`src/core/pbcr_pkg.sv`:
```
/*
 * pbcr_pkg: offsets, field positions, reset values, widths and state
 * types of the processor configuration registers of the register block.
 * Assumes every user names items as pbcr_pkg::name, with no import.
 */
package pbcr_pkg;

	// ************************************************************
	// widths
	// ************************************************************
	localparam int REG_W  = 16;
	localparam int ADDR_W = 20;
	localparam int OFS_W  = 8;
	localparam int AUX_W  = 8;
	localparam int BYTE_W = 8;
	localparam int BE_W   = 2;

	// ************************************************************
	// register offsets inside the 256-byte register block
	// ************************************************************
	localparam logic [OFS_W-1:0] OFS_AUX_CONFIG   = 8'hf2;
	localparam logic [OFS_W-1:0] OFS_RELEASE      = 8'hf4;
	localparam logic [OFS_W-1:0] OFS_RESET_LATCH  = 8'hf6;
	localparam logic [OFS_W-1:0] OFS_RELOCATION   = 8'hfe;

	// ************************************************************
	// reset values
	// ************************************************************
	localparam logic [REG_W-1:0] RELOC_RESET = 16'h20ff;
	localparam logic [AUX_W-1:0] AUX_RESET   = 8'h00;
	localparam logic [BYTE_W-1:0] RESERVED_BYTE = 8'h00;
	localparam logic [REG_W-1:0] READ_ZERO   = 16'h0000;
	// arbitrary neutral value, not a real part code
	localparam logic [BYTE_W-1:0] RELEASE_CODE_DEFAULT = 8'h5a;

	// ************************************************************
	// block_relocation fields
	// ************************************************************
	localparam int RELOC_SLAVE_BIT = 14;
	localparam int RELOC_MEM_BIT   = 12;
	localparam int RELOC_FIELD_MSB = 11;
	localparam int RELOC_IO_MSB    = 7;
	localparam int PAGE_LSB        = 8;
	localparam int MEM_ADDR_MSB    = 19;
	localparam int IO_ADDR_MSB     = 15;

	// ************************************************************
	// aux_configuration fields
	// ************************************************************
	localparam int AUX_UPPER_WIDTH  = 7;
	localparam int AUX_P1_RX_ENABLE = 6;
	localparam int AUX_P1_SEND_REQ  = 5;
	localparam int AUX_P0_RX_ENABLE = 4;
	localparam int AUX_P0_SEND_REQ  = 3;
	localparam int AUX_LOWER_WIDTH  = 2;
	localparam int AUX_MIDDLE_WIDTH = 1;
	localparam int AUX_IO_WIDTH     = 0;

	// ************************************************************
	// types
	// ************************************************************
	typedef enum logic [2:0] {
		SEL_NONE,
		SEL_AUX,
		SEL_RELEASE,
		SEL_RESET_LATCH,
		SEL_RELOCATION
	} pbcr_sel_t;

	typedef struct packed {
		logic [REG_W-1:0] ad_meta;
		logic [REG_W-1:0] ad_sync;
		logic             strap_meta;
		logic             strap_sync;
		logic [REG_W-1:0] captured_bus_bits;
		logic             strap_low;
	} pbcr_cap_state_t;

	typedef struct packed {
		logic [REG_W-1:0] relocation;
		logic [AUX_W-1:0] aux;
		logic             load_pending;
		logic             ack;
		logic [REG_W-1:0] rdata;
	} pbcr_top_state_t;

endpackage

```
`src/core/pbcr_cap_if.sv`:
```
/*
 * pbcr_cap_if: carries the reset-time capture results from the capture
 * module to the register top. Assumes one clock domain for both ends.
 */
`timescale 1ns/100ps
`default_nettype none

interface pbcr_cap_if;
	logic                        in_reset;
	logic [pbcr_pkg::REG_W-1:0]  captured_bus_bits;
	logic                        strap_low;

	modport top (
		output in_reset,
		input  captured_bus_bits,
		input  strap_low
	);
	modport cap (
		input  in_reset,
		output captured_bus_bits,
		output strap_low
	);
endinterface

`default_nettype wire

```
`src/core/pbcr_top.sv`:
```
/*
 * pbcr_top: processor configuration registers of the relocatable
 * 256-byte register block: block_relocation, reset_config_latch,
 * release_level and aux_configuration, plus the block hit decode.
 * Assumes the bus controller presents one internal cycle per valid pulse
 * and the chip-select unit flags upper and lower region cycles.
 */
`timescale 1ns/100ps
`default_nettype none

module pbcr_top #(
	// arbitrary neutral value, not a real part code
	parameter logic [pbcr_pkg::BYTE_W-1:0] RELEASE_CODE =
		pbcr_pkg::RELEASE_CODE_DEFAULT
) (
	// clock and reset
	input  wire logic                         ref_clk_in,
	input  wire logic                         rst_b_in,
	input  wire logic                         watchdog_reset_in,

	// internal bus cycle
	input  wire logic                         cyc_valid_in,
	input  wire logic [pbcr_pkg::ADDR_W-1:0]  cyc_addr_in,
	input  wire logic                         cyc_mem_in,
	input  wire logic                         cyc_write_in,
	input  wire logic [pbcr_pkg::BE_W-1:0]    cyc_byte_en_in,
	input  wire logic [pbcr_pkg::REG_W-1:0]   cyc_wdata_in,
	input  wire logic                         cyc_upper_region_in,
	input  wire logic                         cyc_lower_region_in,

	// internal bus answer
	output logic                              block_hit_out,
	output logic                              ignore_ext_bus_out,
	output logic                              cyc_width8_out,
	output logic                              reg_ack_out,
	output logic [pbcr_pkg::REG_W-1:0]        reg_rdata_out,

	// muxed address/data bus pins
	input  wire logic [pbcr_pkg::REG_W-1:0]   muxed_bus_lines_in,
	input  wire logic [pbcr_pkg::REG_W-1:0]   bus_drive_data_in,
	input  wire logic                         bus_drive_req_in,
	output logic [pbcr_pkg::REG_W-1:0]        muxed_bus_lines_out,
	output logic                              muxed_bus_lines_oe_out,

	// strap pin
	input  wire logic                         boot_width_strap_in,

	// configuration outputs
	output logic                              slave_mode_out,
	output logic                              port1_rx_enable_request_out,
	output logic                              port1_send_request_select_out,
	output logic                              port0_rx_enable_request_out,
	output logic                              port0_send_request_select_out,
	output logic                              upper_region_width_out,
	output logic                              lower_region_width_out,
	output logic                              middle_region_width_out,
	output logic                              io_space_width_out
);

	// ************************************************************
	// functions
	// ************************************************************

	// register block hit against the programmed base and space
	function automatic logic pbcr_block_hit(
		input logic [pbcr_pkg::ADDR_W-1:0] addr,
		input logic                        is_mem,
		input logic [pbcr_pkg::REG_W-1:0]  reloc
	);
		logic hit;
		hit = 1'b0;
		if (reloc[pbcr_pkg::RELOC_MEM_BIT] == is_mem) begin
			if (is_mem) begin
				hit = (addr[pbcr_pkg::MEM_ADDR_MSB:pbcr_pkg::PAGE_LSB] ==
					reloc[pbcr_pkg::RELOC_FIELD_MSB:0]);
			end else begin
				// base bits 19..16 play no part in I/O space
				hit = (addr[pbcr_pkg::IO_ADDR_MSB:pbcr_pkg::PAGE_LSB] ==
					reloc[pbcr_pkg::RELOC_IO_MSB:0]);
			end
		end
		return hit;
	endfunction

	// offset within the block to register select
	function automatic pbcr_pkg::pbcr_sel_t pbcr_reg_sel(
		input logic [pbcr_pkg::OFS_W-1:0] ofs
	);
		pbcr_pkg::pbcr_sel_t sel;
		sel = pbcr_pkg::SEL_NONE;
		case (ofs)
			pbcr_pkg::OFS_AUX_CONFIG: begin
				sel = pbcr_pkg::SEL_AUX;
			end
			pbcr_pkg::OFS_RELEASE: begin
				sel = pbcr_pkg::SEL_RELEASE;
			end
			pbcr_pkg::OFS_RESET_LATCH: begin
				sel = pbcr_pkg::SEL_RESET_LATCH;
			end
			pbcr_pkg::OFS_RELOCATION: begin
				sel = pbcr_pkg::SEL_RELOCATION;
			end
			default: begin
				sel = pbcr_pkg::SEL_NONE;
			end
		endcase
		return sel;
	endfunction

	// byte-lane merge of a write into a 16-bit register
	function automatic logic [pbcr_pkg::REG_W-1:0] pbcr_merge(
		input logic [pbcr_pkg::REG_W-1:0] old_val,
		input logic [pbcr_pkg::REG_W-1:0] wdata,
		input logic [pbcr_pkg::BE_W-1:0]  be
	);
		logic [pbcr_pkg::REG_W-1:0] val;
		val = old_val;
		if (be[0]) begin
			val[pbcr_pkg::BYTE_W-1:0] = wdata[pbcr_pkg::BYTE_W-1:0];
		end
		if (be[1]) begin
			val[pbcr_pkg::REG_W-1:pbcr_pkg::BYTE_W] =
				wdata[pbcr_pkg::REG_W-1:pbcr_pkg::BYTE_W];
		end
		return val;
	endfunction

	// ************************************************************
	// reset synchroniser
	// ************************************************************

	logic [1:0] rst_pipe;
	logic       rst_sync_b;

	always_ff @(posedge ref_clk_in or negedge rst_b_in) begin
		if (!rst_b_in) begin
			rst_pipe <= 2'h0;
		end else begin
			rst_pipe <= {rst_pipe[0], 1'b1};
		end
	end

	assign rst_sync_b = rst_pipe[1];

	// ************************************************************
	// reset capture
	// ************************************************************

	pbcr_cap_if cap_bus ();

	assign cap_bus.in_reset = ~rst_sync_b;

	pbcr_reset_capture u_capture (
		.ref_clk_in          (ref_clk_in),
		.muxed_bus_lines_in  (muxed_bus_lines_in),
		.boot_width_strap_in (boot_width_strap_in),
		.cap                 (cap_bus.cap)
	);

	// ************************************************************
	// register state
	// ************************************************************

	pbcr_pkg::pbcr_top_state_t st;
	pbcr_pkg::pbcr_top_state_t next_st;
	logic                      hit;
	pbcr_pkg::pbcr_sel_t       sel;
	logic [pbcr_pkg::REG_W-1:0] aux_word;
	logic [pbcr_pkg::REG_W-1:0] aux_merged;

	assign hit = cyc_valid_in &&
		pbcr_block_hit(cyc_addr_in, cyc_mem_in, st.relocation);
	assign sel = pbcr_reg_sel(cyc_addr_in[pbcr_pkg::OFS_W-1:0]);
	assign aux_word = {pbcr_pkg::RESERVED_BYTE, st.aux};
	assign aux_merged = pbcr_merge(aux_word, cyc_wdata_in, cyc_byte_en_in);

	always_comb begin
		next_st = st;
		next_st.ack = 1'b0;
		if (st.load_pending || watchdog_reset_in) begin
			// first edge after release, or a watchdog reset
			next_st.relocation = pbcr_pkg::RELOC_RESET;
			next_st.aux = pbcr_pkg::AUX_RESET;
			next_st.aux[pbcr_pkg::AUX_UPPER_WIDTH] =
				cap_bus.strap_low;
			next_st.load_pending = 1'b0;
		end else if (hit && (sel != pbcr_pkg::SEL_NONE)) begin
			next_st.ack = 1'b1;
			if (cyc_write_in) begin
				case (sel)
					pbcr_pkg::SEL_RELOCATION: begin
						next_st.relocation = pbcr_merge(st.relocation,
							cyc_wdata_in, cyc_byte_en_in);
					end
					pbcr_pkg::SEL_AUX: begin
						// upper byte is reserved, only low lane lands
						next_st.aux = aux_merged[pbcr_pkg::AUX_W-1:0];
						if (!st.aux[pbcr_pkg::AUX_UPPER_WIDTH]) begin
							// no way back from 16-bit to 8-bit
							next_st.aux[pbcr_pkg::AUX_UPPER_WIDTH] =
								1'b0;
						end
					end
					default: begin
						// latch and release level ignore writes
						next_st.aux = st.aux;
					end
				endcase
			end else begin
				case (sel)
					pbcr_pkg::SEL_RELOCATION: begin
						next_st.rdata = st.relocation;
					end
					pbcr_pkg::SEL_AUX: begin
						next_st.rdata = aux_word;
					end
					pbcr_pkg::SEL_RELEASE: begin
						next_st.rdata = {RELEASE_CODE,
							pbcr_pkg::RESERVED_BYTE};
					end
					pbcr_pkg::SEL_RESET_LATCH: begin
						next_st.rdata =
							cap_bus.captured_bus_bits;
					end
					default: begin
						next_st.rdata = pbcr_pkg::READ_ZERO;
					end
				endcase
			end
		end
	end

	always_ff @(posedge ref_clk_in or negedge rst_sync_b) begin
		if (!rst_sync_b) begin
			st.relocation <= pbcr_pkg::RELOC_RESET;
			st.aux <= pbcr_pkg::AUX_RESET;
			st.load_pending <= 1'b1;
			st.ack <= 1'b0;
			st.rdata <= pbcr_pkg::READ_ZERO;
		end else begin
			st <= next_st;
		end
	end

	// ************************************************************
	// bus answer
	// ************************************************************

	assign block_hit_out = hit;
	// internal cycles run externally but take no data or ready from pins
	assign ignore_ext_bus_out = hit;
	assign reg_ack_out = st.ack;
	assign reg_rdata_out = st.rdata;

	// width of the current external cycle
	always_comb begin
		if (hit) begin
			cyc_width8_out = 1'b0;
		end else if (!cyc_mem_in) begin
			cyc_width8_out = st.aux[pbcr_pkg::AUX_IO_WIDTH];
		end else if (cyc_upper_region_in) begin
			cyc_width8_out = st.aux[pbcr_pkg::AUX_UPPER_WIDTH];
		end else if (cyc_lower_region_in) begin
			cyc_width8_out = st.aux[pbcr_pkg::AUX_LOWER_WIDTH];
		end else begin
			cyc_width8_out = st.aux[pbcr_pkg::AUX_MIDDLE_WIDTH];
		end
	end

	// ************************************************************
	// muxed bus pins
	// ************************************************************

	// never drive the lines while the configuration is being sampled
	assign muxed_bus_lines_oe_out = bus_drive_req_in && rst_sync_b;
	assign muxed_bus_lines_out = bus_drive_data_in;

	// ************************************************************
	// configuration outputs
	// ************************************************************

	assign slave_mode_out =
		st.relocation[pbcr_pkg::RELOC_SLAVE_BIT];
	assign port1_rx_enable_request_out =
		st.aux[pbcr_pkg::AUX_P1_RX_ENABLE];
	assign port1_send_request_select_out =
		st.aux[pbcr_pkg::AUX_P1_SEND_REQ];
	assign port0_rx_enable_request_out =
		st.aux[pbcr_pkg::AUX_P0_RX_ENABLE];
	assign port0_send_request_select_out =
		st.aux[pbcr_pkg::AUX_P0_SEND_REQ];
	assign upper_region_width_out = st.aux[pbcr_pkg::AUX_UPPER_WIDTH];
	assign lower_region_width_out = st.aux[pbcr_pkg::AUX_LOWER_WIDTH];
	assign middle_region_width_out = st.aux[pbcr_pkg::AUX_MIDDLE_WIDTH];
	assign io_space_width_out = st.aux[pbcr_pkg::AUX_IO_WIDTH];

endmodule

`default_nettype wire

```
`src/core/pbcr_reset_capture.sv`:
```
/*
 * pbcr_reset_capture: synchronises the muxed bus lines and the boot width
 * strap, and captures both while the external reset is held.
 * Assumes the clock runs during reset; in_reset comes from the top's
 * synchronised reset copy. No async reset here on purpose: the captured
 * values must survive into the time after reset.
 */
`timescale 1ns/100ps
`default_nettype none

module pbcr_reset_capture (
	// clock
	input  wire logic                        ref_clk_in,
	// pins
	input  wire logic [pbcr_pkg::REG_W-1:0]  muxed_bus_lines_in,
	input  wire logic                        boot_width_strap_in,
	// capture results
	pbcr_cap_if.cap                          cap
);

	pbcr_pkg::pbcr_cap_state_t st;
	pbcr_pkg::pbcr_cap_state_t next_st;

	always_comb begin
		next_st = st;
		next_st.ad_meta = muxed_bus_lines_in;
		next_st.ad_sync = st.ad_meta;
		next_st.strap_meta = boot_width_strap_in;
		next_st.strap_sync = st.strap_meta;
		if (cap.in_reset) begin
			next_st.captured_bus_bits = st.ad_sync;
			next_st.strap_low = ~st.strap_sync;
		end
	end

	// held unchanged once reset is released
	always_ff @(posedge ref_clk_in) begin
		st <= next_st;
	end

	assign cap.captured_bus_bits = st.captured_bus_bits;
	assign cap.strap_low = st.strap_low;

endmodule

`default_nettype wire

```
`config.mk`:
```
export PLATFORM = sky130hd
export DESIGN_NAME = pbcr_top
export DESIGN_NICKNAME = d
export VERILOG_FILES = /design/src/core/pbcr_pkg.sv /design/src/core/pbcr_cap_if.sv /design/src/core/pbcr_top.sv /design/src/core/pbcr_reset_capture.sv
export SDC_FILE = /design/constraint.sdc
export NUM_CORES = 1
export LEC_CHECK = 0
export ABC_AREA = 1
export BUFFER_PORTS_ARGS = -buffer_cell sky130_fd_sc_hd__buf_2
export CAP_MARGIN = 15
export CORE_ASPECT_RATIO = 0.8
export CORE_MARGIN = 2
export CORE_UTILIZATION = 57
export CTS_BUF_LIST = sky130_fd_sc_hd__clkbuf_8
export DETAILED_ROUTE_END_ITERATION = 8
export PLACE_DENSITY = 0.87
export SETUP_SLACK_MARGIN = 0.02
export SYNTH_ARGS = -nofsm -noshare
export SYNTH_HDL_FRONTEND = slang
export SYNTH_SLANG_ARGS = --single-unit
```
`constraint.sdc`:
```
create_clock -name ref_clk_in -period 3 [get_ports ref_clk_in]
set_clock_uncertainty 0.05 [all_clocks]
set_input_delay 0.45 -clock ref_clk_in [delete_from_list [all_inputs] [get_ports ref_clk_in]]
set_output_delay 0.45 -clock ref_clk_in [all_outputs]
set_load 0.05 [all_outputs]
```
==> results.tsv, run 1 <==
metric	value	unit
cp-end-kind	primary output	
clkTransAtPathRegs	100	ps
dieArea	0.007929	mm2
path_cells	nand2_1 -> inv_1 -> nor2_1 -> nor2_1 -> nand3_2 -> nor2_4 -> and2_2 -> buf_2	
maxCapViolations	0	
cts_tree	done	
max_freq	407.5	MHz
ir_drop	0.3571	mV
clk_latency	360	ps
max_stage_delay	590	ps
postCtsSetupBuffers	0	
layout-drive-gt1-share	27.92	%
whs	110.7	ps
post-synth-top-area-cell	dfrtp_1	
finalNetCount	598	
yosys.area.top_type_share	20.65	%
power_density	554.3	mW/mm2
hp-class	reg2async	
clock_path_buffers	2	
hold_viol	0	
critPathTopFamily	simple AND/OR/NAND/NOR gates	
synth-compound-area-share	3.067	%
ys_ff_latch	95	
start_kind	flop	
period_needed	2454	ps
tightest_slew	648.3	ps
rrSetupSlack	600	ps
path_max_fanout	4	
htreeDepth	3	
areaGrowthSynthToFinish	11.14	%
synth-simple-area-share	27.94	%
slew_violations	0	
initial_core_util	59.49	%
syn_nets	536	
setup_violations	0	
syn_avg_cell_area	9.036	um2
io_pins	126	
grt_max_degree	34	
path_buf_inv	2	
port_buffers	93	
diodes	0	
grt_antenna_before_repair	0	
synth_ff_type	dfxtp_1	
cts_buffers	9	
clock-root-buffer	clkbuf_8	
cp_data_arrival_time	1950	ps
synth_common_cells	nand2_1 (150), inv_1 (39), buf_4 (35), dfrtp_1 (34), dfxtp_1 (34)	
dr.pass1.iters	5	
grt_pass1_wl	14100	um
synth_xor_area_share	0.4251	%
die_y	80.05	um
ant_nets	0	
vias	3172	
routed_wl	8478	um
async_flop_share	46.32	%
synthCells	456	
wl_per_cell	13.90	um
crit_top_cell	nor2_1	
first_iter_violations	255	
dp_hpwl	6478	um
p_leak	2.455	nW
relSlewSlack	56.73	%
overflow	0	
grt_pass1_vias	3069	
ys_warn_count	0	
num_rows	27	
rsz0062_at_grt	no	
via_per_inst	5.200	
yosysMostFrequentCell	nand2_1	
crit_required	2500	ps
core-area	0.006925	mm2
post-route-period-util	81.79	%
synth_cell_types	34	
cp_slowest_cell	dfstp_2	
grt_usage	23.08	%
yosysSeqAreaShare	55.94	%
status	complete, no violations	
post-route-drc-count	0	
tns	0	ps
die_x	99.06	um
synth-edff-count	17	
cts.sinks	95	
synth_area	0.004120	mm2
crit_type	reg2out	
synth_mux_area_share	0.2429	%
synth_fa_ha_area_share	0	%
gp_congestion	0.8728	
synthTopCellsByArea	dfrtp_1 (21%), dfxtp_1 (17%), nand2_1 (14%), edfxtp_1 (12%), buf_4 (6.4%)	
synth_top_family_by_area	simple AND/OR/NAND/NOR gates	
-- timing repair --
action                                  4_1_cts  5_1_grt
hold buffers                                  1        0
endpoints found under the setup margin        0        0
hold endpoints to repair                      2        0
resized for setup                             0        0
-- layout make-up --
| class | instances | area, um2 |
|---|---|---|
| fill | 560 | 2346 |
| sequential | 95 | 2306 |
| multi-input combinational | 271 | 1313 |
| timing repair buffer | 97 | 498.0 |
| inverter | 44 | 165.2 |
| clock buffer | 9 | 123.9 |
| tap | 87 | 108.9 |
| clock inverter | 7 | 65.06 |
-- worst paths after layout --
check,from,endpoint,cells after the start
max in group asynchronous,rst_pipe[1]$_DFF_PN0_,st[39]$_DFFE_PN1P_,1
min,rst_pipe[1]$_DFF_PN0_,port0_send_request_select_out$_DFFE_PN0P_,0
max reg2reg,st[17]$_DFFE_PN1N_,st[32]$_DFFE_PN1P_,7
max,st[32]$_DFFE_PN1P_,ignore_ext_bus_out,8
min reg2reg,rst_pipe[1]$_DFF_PN0_,port0_send_request_select_out$_DFFE_PN0P_,0
min in group ref_clk_in,muxed_bus_lines_in[9],u_capture.next_st[28]$_DFF_P_,1
-- worst reg2reg max path: stages (launching register included) --
cell and delay (ps):
dfstp_2 540, nor2_2 30, buf_4 170, inv_1 490, o21a_1 570, nand3_2 290, nand2_1 130, nand2_1 60
-- flip-flops by register name, summed over array words and instances (netlist names) --
| name | count |
|---|---|
| io_space_width_out | 1 |
| lower_region_width_out | 1 |
| middle_region_width_out | 1 |
| port0_rx_enable_request_out | 1 |
| port0_send_request_select_out | 1 |
| port1_rx_enable_request_out | 1 |
| port1_send_request_select_out | 1 |
| reg_ack_out | 1 |
| reg_rdata_out | 16 |
| rst_pipe | 2 |
| slave_mode_out | 1 |
| st | 16 |
| u_capture.cap.captured_bus_bits | 16 |
| u_capture.cap.strap_low | 1 |
| u_capture.next_st | 17 |
| u_capture.st | 17 |
| upper_region_width_out | 1 |
-- cells by family (layout without fill, tap and decap cells) --
family | count (synthesis) | after routing
simple gates | 248 | 248
flops | 95 | 95
buf+inv | 90 | 157
compound gates | 18 | 18
other cells | 2 | 2
xor+xnor | 2 | 2
mux | 1 | 1
-- cell usage in the layout, fill, tap and decap left out, drive strengths merged --
master,netlist,final
xnor2,2,2
dfstp,10,10
a21oi,2,2
o21a,3,3
inv,42,46
o211ai,7,7
dfrtp,34,34
nor2,30,30
clkinv,2,5
o21ai,3,3
edfxtp,17,17
nor3,1,1
or2,2,2
mux2i,1,1
nand3,33,33
clkbuf,3,9
buf,43,96
nand4,25,25
conb,2,2
nand2,156,156
dfxtp,34,34
and2,1,1
a22o,3,3
dlygate4sd3,0,1
-- power breakdown --
part           leakage, nW  internal (mW)  switching, mW
Clock               0.0995          0.323          0.468
Sequential            1.02           1.40         0.0610
Combinational         1.34         0.0959          0.187
Total                 2.46           1.82          0.716
-- layer usage --
layer  vias to the layer above  wire [um]  global-route usage, %
li1                       1546          -                      -
met1                      1479       3554                  29.60
met2                       129       4030                  37.23
met3                        18        718                  7.093
met4                         0        174                  8.356
met5                         -          0                      0
-- through the flow --
step | area (um2) | worst slack [ps] | total power, mW | instances | util [%]
final | 4579 | 546.2 | 2.538 | 610 | 66.12
after global routing | 4579 | 407.5 | 2.649 | 610 | 66.12
after CTS | 4579 | 557.2 | 2.563 | 610 | 66.12
after detailed placement | 4380 | 613.7 | 1.773 | 593 | 63.25
after global placement | 4380 | 738.7 | 1.761 | 593 | 63.25
after floorplan | 4120 | 605.4 | 1.721 | 456 | -
Power figures use the tool's default switching activity.
==> run 2, diff against run 1 <==
- ABC_AREA: 1 -> 0
- CORE_UTILIZATION: 57 -> 52
- PLACE_DENSITY: 0.87 -> 0.81
- clock period: 3 -> 2.3 ns (I/O delays scaled with it)
==> results.tsv, run 2 <==
metric	value	unit	change
status	complete, but fails checks		
violations	setup timing		
critPathTopFamily	simple AND/OR/NAND/NOR gates		
hold_viol	0		unchanged
path_max_fanout	2		-2
p_leak	2.129	nW	-13%
dp_hpwl	5973	um	-7.8%
crit_required	1900	ps	-600 ps
io_pins	126		unchanged
clkPwrFrac	35.5	%	+4.3 points
fillers	550		-1.8%
max_freq	421.3	MHz	
post-route-drc-count	0		unchanged
start_kind	flop		
cp-end-kind	primary output		
finalNetCount	500		-16%
grt_pass1_vias	2639		-14%
synthTopCellsByArea	dfrtp_1 (22%), dfxtp_1 (17%), edfxtp_1 (13%), mux2i_1 (9.7%), dfstp_2 (6.7%)		
num_rows	28		+3.7%
synth-edff-count	17		unchanged
vias	2603		-18%
place_ws	30.19	ps	-583.5 ps
path_buf_inv	2		unchanged
yosysSeqAreaShare	58.70	%	+2.8 points
ir_drop	0.4334	mV	+21%
mostFrequentLayoutCell	buf_2		
post-route-period-util	103.2	%	
period_needed	2373	ps	
cp_slowest_cell	dfstp_2		
grt_pass1_wl	13050	um	-7.4%
cts_tree	done		
layout-drive-gt1-share	40.00	%	+12 points
setup_ws	-73.33	ps	-619.6 ps
clk_latency	360	ps	about the same
dr.pass1.iters	4		-1
ant_nets	0		unchanged
max_stage_delay	570	ps	-20 ps
placed_cells	485		-18%
ys_ff_latch	95		unchanged
layout_common_cells	buf_2 (90), nor2_1 (45), nand2_1 (38), mux2i_1 (38), dfxtp_1 (34)		
synth_ff_type	dfxtp_1		
dieArea	0.008266	mm2	+4.3%
fin_cells	516		-15%
via_per_inst	5.045		-3.0%
cts_buffers	9		unchanged
wl_per_cell	15.98	um	+15%
power_density	657.9	mW/mm2	+19%
initial_core_util	53.37	%	-6.1 points
rsz0062_at_grt	yes		
crit_type	reg2out		
seqPwrFrac	57.3	%	-0.4 points
grtUsageMet3	7.319	%	+0.23 points
gr-usage-met1	28.56	%	-1.0 points
tightest_slew	698.6	ps	+50.30 ps
yosys.area.top_type_share	21.67	%	+1.0 points
p_int	2.376	mW	+30%
routed_wl	8248	um	-2.7%
synth_cell_types	34		unchanged
first_iter_violations	149		-42%
gp_congestion	0.9328		+6.9%
htreeDepth	3		unchanged
cp_data_arrival_time	1980	ps	+30 ps
hp-class	in2reg		
grt_antenna_before_repair	1		+1
clock_path_buffers	2		unchanged
slew_violations	0		unchanged
combinationalPowerShare	7.2	%	-3.9 points
die_y	81.72	um	+2.1%
async_flop_share	46.32	%	unchanged
syn_avg_cell_area	11.72	um2	+30%
clock-root-buffer	clkbuf_8		
port_buffers	93		unchanged
core-area	0.007357	mm2	+6.2%
ys_warn_count	0		unchanged
cts.sinks	95		unchanged
clkTransAtPathRegs	90	ps	about the same
relSlewSlack	53.37	%	-3.4 points
synth_area	0.003926	mm2	-4.7%
grt_usage	21.42	%	-1.7 points
post-synth-top-area-cell	dfrtp_1		
path_cells	xor2_2 -> nor4_4 -> nand3_2 -> nor3_4 -> buf_6 -> nor2_4 -> buf_8		
switching_power	0.7397	mW	+3.4%
met2_usage	32.12	%	-5.1 points
switching_share	23.74	%	-4.5 points
syn_nets	415		-23%
die_x	101.2	um	+2.1%
synthCells	335		-27%
maxCapViolations	0		unchanged
areaGrowthSynthToFinish	20.62	%	
yosysMostFrequentCell	nor2_1		
synth_common_cells	nor2_1 (46), mux2i_1 (38), nand2_1 (38), dfrtp_1 (34), dfxtp_1 (34)		
busiest_layer	met2		
setup_violations	3		+3
overflow	0		unchanged
grt_max_degree	43		+26%
run 2: cell types whose count changed in the layout (fill, tap and decap cells not counted), sizes merged, moves of 16 or more:
cell,before,now
mux2i,1,38
nand4,25,2
inv,46,5
mux2,0,16
nand3,33,7
nand2,156,38
nor2,30,46
buf,96,112
run 2: power by group through the flow:
| stage | Combinational [mW] | Sequential, mW | Clock (mW) |
|---|---|---|---|
| after floorplan | 0.167 | 1.83 | 0 |
| after global placement | 0.205 | 1.82 | 0 |
| after detailed placement | 0.208 | 1.82 | 0 |
| after CTS | 0.215 | 1.79 | 1.14 |
| after global routing | 0.245 | 1.79 | 1.21 |
| final | 0.224 | 1.79 | 1.11 |
run 2: layout make-up:
cell class	instances	area (um2)	area share (%)
flip-flops and latches	95	2306	48.69
multi-input cells	193	1359	28.69
repair buffers	119	745.7	15.75
clock buffers	9	123.9	2.616
well taps	90	112.6	2.378
clock inverters	7	78.83	1.664
inverters	2	7.507	0.1585
diodes	1	2.502	0.05284
run 2: path summary, 6_finish.rpt:
check | start | end | slack, ps | cells past startpoint
worst min register to register | u_capture.next_st[27]$_DFF_P_ | u_capture.st[27]$_DFF_P_ | 280 | 0
worst min-delay path | muxed_bus_lines_in[13] | u_capture.next_st[32]$_DFF_P_ | 30 | 1
worst max register to register | st[31]$_DFFE_PN1P_ | slave_mode_out$_DFFE_PN0P_ | 20 | 8
min in group asynchronous | rst_b_in | rst_pipe[0]$_DFF_PN0_ | 230 | 2
worst max-delay path | st[31]$_DFFE_PN1P_ | cyc_width8_out | -70 | 7
max in group asynchronous | rst_pipe[1]$_DFF_PN0_ | st[31]$_DFFE_PN1P_ | 1450 | 1
run 2: what timing repair did:
item                                    4_1_cts  5_1_grt
pin swaps                                     7        3
hold endpoints to repair                      2        6
gates resized for setup                      10        1
endpoints found under the setup margin        3       34
hold buffers                                  1        6
setup buffers                                 6        1
run 2: cells by family (layout without fill, tap and decap cells):
logic type / Yosys count / count (layout) / share of synthesized area, %
simple gates: 109 / 109 / 13.89
flops: 95 / 95 / 58.70
mux: 54 / 54 / 14.28
buf+inv: 47 / 137 / 7.871
compound gates: 16 / 16 / 2.390
xor+xnor: 12 / 12 / 2.677
other cells: 2 / 3 / 0.1913
run 2: stage by stage:
stage / hold WS [ps] / utilization, % / power (mW) / setup TNS (ps) / instance area [um2]
2_1_floorplan: -0.5911 / - / 1.997 / -39.56 / 3961
3_3_place_gp: 81.81 / 59.30 / 2.023 / 0 / 4363
3_5_place_dp: 83.37 / 59.30 / 2.028 / 0 / 4363
4_1_cts: 1.235 / 63.37 / 3.142 / -378.1 / 4662
5_1_grt: 0.1539 / 64.34 / 3.251 / -1294 / 4733
6_report: 25.19 / 64.37 / 3.115 / -211.8 / 4736
run 2: metal layers:
metal	up-vias	share of wire, %
met5	-	0
met4	0	1.3
met3	12	8.1
met2	99	46
met1	1232	44
li1	1260	-
run 2: worst reg2reg max path, cell delays in order, from the launching register on:
cell and delay (ps):
dfstp_2 570, xor2_2 90, nor4_4 320, buf_4 160
buf_4 100, nand4_2 190, nor4_4 320, buf_12 180
mux2i_1 230
